<file path="src/hdl/tsadc_pkg.sv">
package tsadc_pkg;

  localparam int ADDR_W = 8;
  localparam int DATA_W = 32;
  localparam int TMR_W = 16;
  localparam int ADC_W = 10;
  localparam int RES_SHIFT = 6;

  // Register byte offsets
  localparam logic [ADDR_W-1:0] OFF_CTRL = 8'h00;
  localparam logic [ADDR_W-1:0] OFF_RELOAD = 8'h04;
  localparam logic [ADDR_W-1:0] OFF_COUNT = 8'h08;
  localparam logic [ADDR_W-1:0] OFF_RESULT = 8'h0c;
  localparam logic [ADDR_W-1:0] OFF_STATUS = 8'h10;

  // Control field positions
  localparam int CTRL_SNOOZE_EN_BIT = 0;
  localparam int CTRL_CONV_EN_BIT = 1;
  localparam int CTRL_TMR_START_BIT = 2;
  localparam int CTRL_LINK_EN_BIT = 3;

  // Status field positions
  localparam int STAT_END_BIT = 0;
  localparam int STAT_BUSY_BIT = 1;
  localparam int STAT_MODE_LSB = 4;

  // Timing of the wake interval
  localparam int OSC_HZ = 15000;
  localparam int INTERVAL_S = 4;
  localparam int INTERVAL_TICKS = OSC_HZ * INTERVAL_S;

  // Reset values
  localparam logic [3:0] CTRL_RESET = 4'h0;
  localparam logic [TMR_W-1:0] RELOAD_RESET = TMR_W'(INTERVAL_TICKS - 1);
  localparam logic [ADC_W-1:0] RESULT_RESET = 10'h000;

  typedef enum logic [2:0] {
    TSADC_NORMAL = 3'b000,
    TSADC_STOP = 3'b001,
    TSADC_STOP_WAIT = 3'b010,
    TSADC_SNOOZE = 3'b011,
    TSADC_CONV = 3'b100
  } tsadc_mode_t;

  typedef struct packed {
    logic link_en;
    logic tmr_start;
    logic conv_en;
    logic snooze_enable;
  } tsadc_ctrl_t;

endpackage

</file>
<file path="src/hdl/tsadc_sync.sv">
`timescale 1ns/1ns
`default_nettype none
module tsadc_sync (
  input wire logic pclk,
  input wire logic presetn,
  input wire logic async_in,
  output logic sync_out
);

  logic meta_ff;
  logic sync_ff;

  always_ff @(posedge pclk or negedge presetn) begin
    if (!presetn) begin
      meta_ff <= 1'b0;
      sync_ff <= 1'b0;
    end else begin
      meta_ff <= async_in;
      sync_ff <= meta_ff;
    end
  end

  assign sync_out = sync_ff;

endmodule
`default_nettype wire

</file>
<file path="src/hdl/tsadc_top.sv">
// Notes on behaviour
// - The 16-bit wake interval timer is the only conversion activation source.
// - Timer counts low-speed oscillator ticks, requesting once every four seconds.
// - Timer underflow reaches the converter as hardware trigger via event link unit.
// - Stop with snooze_enable and conv_en set parks converter in standby, chip stays stopped.
// - Trigger in standby moves chip into snooze and starts a conversion.
// - Snooze conversion completes while the core clock stays off.
// - Conversion end in snooze returns the chip to normal mode.
// - Conversion end writes the result register and raises the end interrupt.
//
// The register offsets and the APB interface to the registers were chosen for this implementation.
`timescale 1ns/1ns
`default_nettype none
module tsadc_top
  import tsadc_pkg::*;
(
  input wire logic pclk,
  input wire logic presetn,
  input wire logic psel,
  input wire logic penable,
  input wire logic pwrite,
  input wire logic [ADDR_W-1:0] paddr,
  input wire logic [DATA_W-1:0] pwdata,
  output logic [DATA_W-1:0] prdata,
  output logic pready,
  output logic pslverr,
  input wire logic low_speed_osc_clock,
  input wire logic stop_req,
  input wire logic wake_req,
  output logic conv_start,
  input wire logic conv_done,
  input wire logic [ADC_W-1:0] conv_data,
  output logic conversion_end_irq,
  output logic core_clk_en,
  output logic [2:0] chip_mode
);

  tsadc_ctrl_t ctrl_ff;
  logic [TMR_W-1:0] reload_ff;
  logic [TMR_W-1:0] count_ff;
  logic [ADC_W-1:0] conversion_result_reg_ff;
  logic end_flag_ff;
  tsadc_mode_t mode_ff;
  tsadc_mode_t nxt_mode;
  logic underflow_ff;
  logic osc_prev_ff;
  logic done_prev_ff;
  logic conv_start_ff;
  logic irq_ff;
  logic core_clk_en_ff;
  logic [DATA_W-1:0] prdata_ff;
  logic pready_ff;
  logic pslverr_ff;

  logic osc_sync;
  logic done_sync;

  // Both come from outside pclk: the oscillator and the analog macro
  tsadc_sync u_osc_sync (
    .pclk(pclk),
    .presetn(presetn),
    .async_in(low_speed_osc_clock),
    .sync_out(osc_sync)
  );

  tsadc_sync u_done_sync (
    .pclk(pclk),
    .presetn(presetn),
    .async_in(conv_done),
    .sync_out(done_sync)
  );

  // Bus decode
  wire access = psel & penable;
  wire wr_en = access & pwrite & pready_ff;
  wire hit_ctrl = (paddr == OFF_CTRL);
  wire hit_reload = (paddr == OFF_RELOAD);
  wire hit_count = (paddr == OFF_COUNT);
  wire hit_result = (paddr == OFF_RESULT);
  wire hit_status = (paddr == OFF_STATUS);
  wire hit_any = hit_ctrl | hit_reload | hit_count | hit_result | hit_status;
  wire wr_ctrl = wr_en & hit_ctrl;
  wire wr_reload = wr_en & hit_reload;
  wire clr_end = wr_en & hit_status & pwdata[STAT_END_BIT];

  // Timer and event path
  wire osc_rise = osc_sync & ~osc_prev_ff;
  wire count_zero = (count_ff == {TMR_W{1'b0}});
  wire nxt_underflow = ctrl_ff.tmr_start & osc_rise & count_zero;
  // The link only forwards the timer event; no other source reaches the converter
  wire hw_trigger = ctrl_ff.link_en & underflow_ff;

  // Conversion tracking
  wire busy = (mode_ff == TSADC_SNOOZE) | (mode_ff == TSADC_CONV);
  wire done_rise = done_sync & ~done_prev_ff;
  wire conv_complete = busy & done_rise;
  // Plain stop parks the converter as well, so a link event is dropped there
  wire trig_mode = (mode_ff == TSADC_NORMAL) | (mode_ff == TSADC_STOP_WAIT);
  wire trig_take = hw_trigger & ctrl_ff.conv_en & trig_mode & ~busy;

  wire [TMR_W-1:0] nxt_count = !ctrl_ff.tmr_start ? reload_ff :
                               !osc_rise ? count_ff :
                               count_zero ? reload_ff :
                               count_ff - 16'h0001;

  wire nxt_end_flag = conv_complete | (end_flag_ff & ~clr_end);

  wire [DATA_W-1:0] status_word = {
    {(DATA_W - STAT_MODE_LSB - 3){1'b0}},
    mode_ff,
    {(STAT_MODE_LSB - 2){1'b0}},
    busy,
    end_flag_ff
  };

  // Result sits left-justified, so software drops the low six bits
  wire [DATA_W-1:0] result_word = {
    {(DATA_W - ADC_W - RES_SHIFT){1'b0}},
    conversion_result_reg_ff,
    {RES_SHIFT{1'b0}}
  };

  wire [DATA_W-1:0] rd_word = hit_ctrl ? {{(DATA_W - 4){1'b0}}, ctrl_ff} :
                              hit_reload ? {{(DATA_W - TMR_W){1'b0}}, reload_ff} :
                              hit_count ? {{(DATA_W - TMR_W){1'b0}}, count_ff} :
                              hit_result ? result_word :
                              hit_status ? status_word :
                              32'h0000_0000;

  wire first_access = access & ~pready_ff;

  always_comb begin
    nxt_mode = mode_ff;
    case (mode_ff)
      TSADC_NORMAL: begin
        if (trig_take) begin
          nxt_mode = TSADC_CONV;
        end else if (stop_req) begin
          if (ctrl_ff.snooze_enable & ctrl_ff.conv_en) begin
            nxt_mode = TSADC_STOP_WAIT;
          end else begin
            nxt_mode = TSADC_STOP;
          end
        end
      end
      TSADC_STOP: begin
        if (wake_req) begin
          nxt_mode = TSADC_NORMAL;
        end
      end
      TSADC_STOP_WAIT: begin
        if (trig_take) begin
          nxt_mode = TSADC_SNOOZE;
        end else if (wake_req) begin
          nxt_mode = TSADC_NORMAL;
        end
      end
      TSADC_SNOOZE: begin
        // Core stays asleep; other wake sources wait for the conversion
        if (conv_complete) begin
          nxt_mode = TSADC_NORMAL;
        end
      end
      TSADC_CONV: begin
        if (conv_complete) begin
          nxt_mode = TSADC_NORMAL;
        end
      end
      default: begin
        nxt_mode = TSADC_NORMAL;
      end
    endcase
  end

  wire nxt_core_clk_en = (nxt_mode == TSADC_NORMAL) | (nxt_mode == TSADC_CONV);

  always_ff @(posedge pclk or negedge presetn) begin
    if (!presetn) begin
      ctrl_ff <= tsadc_ctrl_t'(CTRL_RESET);
    end else begin
      if (wr_ctrl) begin
        ctrl_ff <= tsadc_ctrl_t'(pwdata[3:0]);
      end
    end
  end

  always_ff @(posedge pclk or negedge presetn) begin
    if (!presetn) begin
      reload_ff <= RELOAD_RESET;
    end else begin
      if (wr_reload) begin
        reload_ff <= pwdata[TMR_W-1:0];
      end
    end
  end

  always_ff @(posedge pclk or negedge presetn) begin
    if (!presetn) begin
      count_ff <= RELOAD_RESET;
    end else begin
      count_ff <= nxt_count;
    end
  end

  // Reset level matches the idle oscillator sample, so no false edge follows reset
  always_ff @(posedge pclk or negedge presetn) begin
    if (!presetn) begin
      osc_prev_ff <= 1'b0;
    end else begin
      osc_prev_ff <= osc_sync;
    end
  end

  always_ff @(posedge pclk or negedge presetn) begin
    if (!presetn) begin
      underflow_ff <= 1'b0;
    end else begin
      underflow_ff <= nxt_underflow;
    end
  end

  always_ff @(posedge pclk or negedge presetn) begin
    if (!presetn) begin
      mode_ff <= TSADC_NORMAL;
    end else begin
      mode_ff <= nxt_mode;
    end
  end

  always_ff @(posedge pclk or negedge presetn) begin
    if (!presetn) begin
      core_clk_en_ff <= 1'b1;
    end else begin
      core_clk_en_ff <= nxt_core_clk_en;
    end
  end

  always_ff @(posedge pclk or negedge presetn) begin
    if (!presetn) begin
      conv_start_ff <= 1'b0;
    end else begin
      conv_start_ff <= trig_take;
    end
  end

  always_ff @(posedge pclk or negedge presetn) begin
    if (!presetn) begin
      done_prev_ff <= 1'b0;
    end else begin
      done_prev_ff <= done_sync;
    end
  end

  always_ff @(posedge pclk or negedge presetn) begin
    if (!presetn) begin
      conversion_result_reg_ff <= RESULT_RESET;
    end else begin
      if (conv_complete) begin
        conversion_result_reg_ff <= conv_data;
      end
    end
  end

  always_ff @(posedge pclk or negedge presetn) begin
    if (!presetn) begin
      end_flag_ff <= 1'b0;
    end else begin
      end_flag_ff <= nxt_end_flag;
    end
  end

  always_ff @(posedge pclk or negedge presetn) begin
    if (!presetn) begin
      irq_ff <= 1'b0;
    end else begin
      irq_ff <= conv_complete;
    end
  end

  // Two-cycle access phase so read data can come from a flop
  always_ff @(posedge pclk or negedge presetn) begin
    if (!presetn) begin
      pready_ff <= 1'b0;
      pslverr_ff <= 1'b0;
    end else begin
      pready_ff <= first_access;
      pslverr_ff <= first_access & ~hit_any;
    end
  end

  // Read data holds between reads; writes leave it alone
  always_ff @(posedge pclk or negedge presetn) begin
    if (!presetn) begin
      prdata_ff <= 32'h0000_0000;
    end else begin
      if (first_access & ~pwrite) begin
        prdata_ff <= rd_word;
      end
    end
  end

  assign prdata = prdata_ff;
  assign pready = pready_ff;
  assign pslverr = pslverr_ff;
  assign conv_start = conv_start_ff;
  assign conversion_end_irq = irq_ff;
  assign core_clk_en = core_clk_en_ff;
  assign chip_mode = mode_ff;

endmodule
`default_nettype wire

</file>
<file path="config.mk">
export PLATFORM = sky130hd
export DESIGN_NAME = tsadc_top
export DESIGN_NICKNAME = d
export VERILOG_FILES = /design/src/hdl/tsadc_pkg.sv /design/src/hdl/tsadc_sync.sv /design/src/hdl/tsadc_top.sv
export SDC_FILE = /design/constraint.sdc
export NUM_CORES = 1
export LEC_CHECK = 0
export BUFFER_PORTS_ARGS = -buffer_cell sky130_fd_sc_hd__buf_2
export CAP_MARGIN = 5
export CORE_MARGIN = 2
export CORE_UTILIZATION = 58
export DETAILED_ROUTE_END_ITERATION = 10
export MAX_ROUTING_LAYER = met4
export PLACE_DENSITY = 0.9
export SLEW_MARGIN = 0
export SYNTH_ARGS = -nofsm -noshare
export SYNTH_HDL_FRONTEND = slang
export SYNTH_SLANG_ARGS = --single-unit
</file>
<file path="constraint.sdc">
create_clock -name pclk -period 4.19 [get_ports pclk]
set_input_delay 0.419 -clock pclk [delete_from_list [all_inputs] [get_ports pclk]]
set_output_delay 0.419 -clock pclk [all_outputs]
set_load 0.02 [all_outputs]
</file>
==> results.txt <==
Via Count: 3377
number of synthesized flops with an enable pin: 0
Worst Path Max Fanout: 23
sequential fraction of the synthesis area: 0.4707
fin. max-slew vios: 0
gr usage total: 0.2740
Leak: 2.189 nW
status: completed
most frequent cells in the layout: 65 x buf_2, 55 x dfrtp_1, 34 x nand2_1, 30 x mux2_2, 23 x dfstp_2
Finished Core Util: 0.6639
Top FF cell, synth: dfrtp_1
dominant cell type by area after synthesis: dfrtp_1
Critical R2R Launch: ctrl_ff[2]
Setup Viol. Count Final: 0
global-route wire length before repair: 16090 um
ANT cells: 0
slowest stage cell, crit path: dfrtp_1
Max-slew headroom: 0.2999
Iteration-0 DRC Markers: 270
CP arrival: 2.55 ns
fraction of layout cells with a size suffix above 1: 0.3663
H-tree depth: 3
CTS tree: built
worst skew pair latency: 0.35 ns
IO Pins: 99
vias in the first global route: 3114
total gr overflow: 0
period utilisation layout: 0.5470
most common cell after layout, fill and taps aside: buf_2
Synth top area share: 0.3271
worst hold start: conv_done
postcts setup bufs: 0
Synth cell types: 69
GP Congestion: 0.9544
routed wire length: 9860 um
Clock Skews: 0.01232 ns
largest cells by area after synthesis: dfrtp_1 33%, dfstp_2 14%, mux2_2 8.0%
critical path launch point type: flop
data required time of the worst path: 4.45 ns
instance count on the critical path: 4
row count: 31
total CTS buffers: 9
Cell Area, Synth: 4208 um^2
filler cell count: 580
PortBufs: 66
HP Class: input pin to flop
post-layout net count: 501
Post-route DRC: 0
die area: 7952 um^2
synthesis warning total: 0
min Tclk post-route: 2.292 ns
Yosys reg bits: 78
Top delay family on crit path: compound AO/OA/AOI/OAI gates
setup TNS: 0 ns
First-pass DRT Iterations: 5
DP HPWL: 6988 um
RSZ-0062 raised after global routing: false
Clock Sinks: 78
Reg2Reg Depth: 4
VDD IR max: 0.2304 mV
Least-Margin Pin Slew: 1.046 ns
P&R area growth vs syn: 12.61%
hold buffer count at cts: 0
Initial Util: 0.5896
pwr/cell area: 327.4 nW/um^2
clk root buf: clkbuf_8
wire per inst: 18.13 um
final antenna-violating net count: 0
final worst slack: 1.898 ns
clk buf depth: 2
Max-Cap Viols: 0
pin count of the biggest net entering global routing: 79
mean post-synth cell area: 10.90 um^2
crit path capture type: flop
crit-path cells: clkinv_1 -> a41oi_1 -> o21ai_0 -> o221ai_1
initial antenna violation count: 0
hold path depth: 1
Clock Pin Slew Worst Setup and Hold Paths: 0.09 ns
Synth Instances: 386
vias per std cell: 6.208
CP Launch Point: ctrl_ff[2]
worst slack, placed: 1.934 ns
Core Box Area: 7137 um^2
Die Wd: 89.18 um
asr flop ratio synth: 1.000
slowest stage delay, CP: 0.81 ns
final-report hold violation count: 0
Max Fclk: 436.3 MHz
post-cts sizing count: 0
Die Ht: 89.18 um
Setup CP Type: flop to flop
crit path buf inv count: 1
[cells by family (layout without fill, tap and decap cells)]
family          after synthesis  count (layout)  synth area share
flops                        78              78            0.4707
buf+inv                      50              94           0.06244
compound gates               97              97            0.1757
other cells                   1              16         0.0008912
simple gates                115             115            0.1612
mux                          43              43            0.1231
fa+ha+maj                     2               2          0.005946
[path summary, 6_finish.rpt]
check                      slack, ns                   to
setup / recovery                1.90          count_ff[8]
hold / removal                  0.17  u_done_sync.meta_ff
setup reg to reg                1.90          count_ff[8]
hold reg to reg                 0.35  u_osc_sync.sync_out
max in group asynchronous       3.37           ctrl_ff[2]
min in group asynchronous       0.20               pready
[sequential cells by signal, summed over array words and instances (netlist names), 3 cells and up]
name                      flops
count_ff                     16
ctrl_ff                       4
prdata                       16
reload_ff                    16
conversion_result_reg_ff     10
chip_mode                     3
[final cells by class]
type                       count  area (um^2)  share of cell area
tap                           99        123.9             0.02614
timing repair buffer          67        340.3             0.07182
clock inverter                 6        93.84             0.01980
inverter                      11        41.29            0.008714
multi-input combinational    273         2021              0.4265
sequential                    78         1981              0.4180
clock buffer                  10        137.6             0.02905
[per-layer routing]
layer | routed length, um | GRT usage | up-vias
li1 | - | - | 1530
met1 | 4093 | 0.3440 | 1684
met2 | 4996 | 0.4418 | 150
met3 | 575 | 0.06371 | 13
met4 | 195 | 0.08684 | 0
met5 | 0 | - | -
[cells in the mapped netlist, types with 3 or more instances]
cell type	n
a211o_1	3
a21oi_1	14
a22oi_1	12
a31oi_1	3
a41oi_1	3
and3_1	3
buf_2	3
buf_4	17
clkbuf_1	18
dfrtp_1	55
dfstp_2	23
inv_1	10
mux2_2	30
mux2_4	10
mux2i_1	3
nand2_1	34
nand2b_1	6
nand3_1	5
nand4_1	8
nor2_1	18
nor2b_1	4
nor3_1	10
nor4_1	4
o211ai_1	3
o21ai_0	6
o221ai_1	4
o2bb2ai_1	3
o31ai_1	11
o41ai_1	3
or3_1	3
[worst reg2reg max path: stages, from the launching register on]
cell and delay (ns):
dfrtp_1 0.81, clkinv_1 0.54, a41oi_1 0.59, o21ai_0 0.17
o221ai_1 0.10
[stage by stage]
step	instances	hold slack, ns	total power, W	cell area, um^2
finish	544	0.1657	0.001551	4738
global route	544	0.1522	0.001607	4738
CTS	544	0.1564	0.001559	4738
detailed placement	528	0.3358	0.0009188	4507
global placement	528	0.3316	0.0009135	4507
floorplan	401	0.1234	0.0008730	4264
[power by group]
group,leakage [nW],switching [W],internal [W]
combinational,1.08,0.0000903,0.0000403
clock,0.118,0.000289,0.000357
sequential,0.986,0.00000920,0.000765
Note: power is estimated with default switching activity, not from simulation.
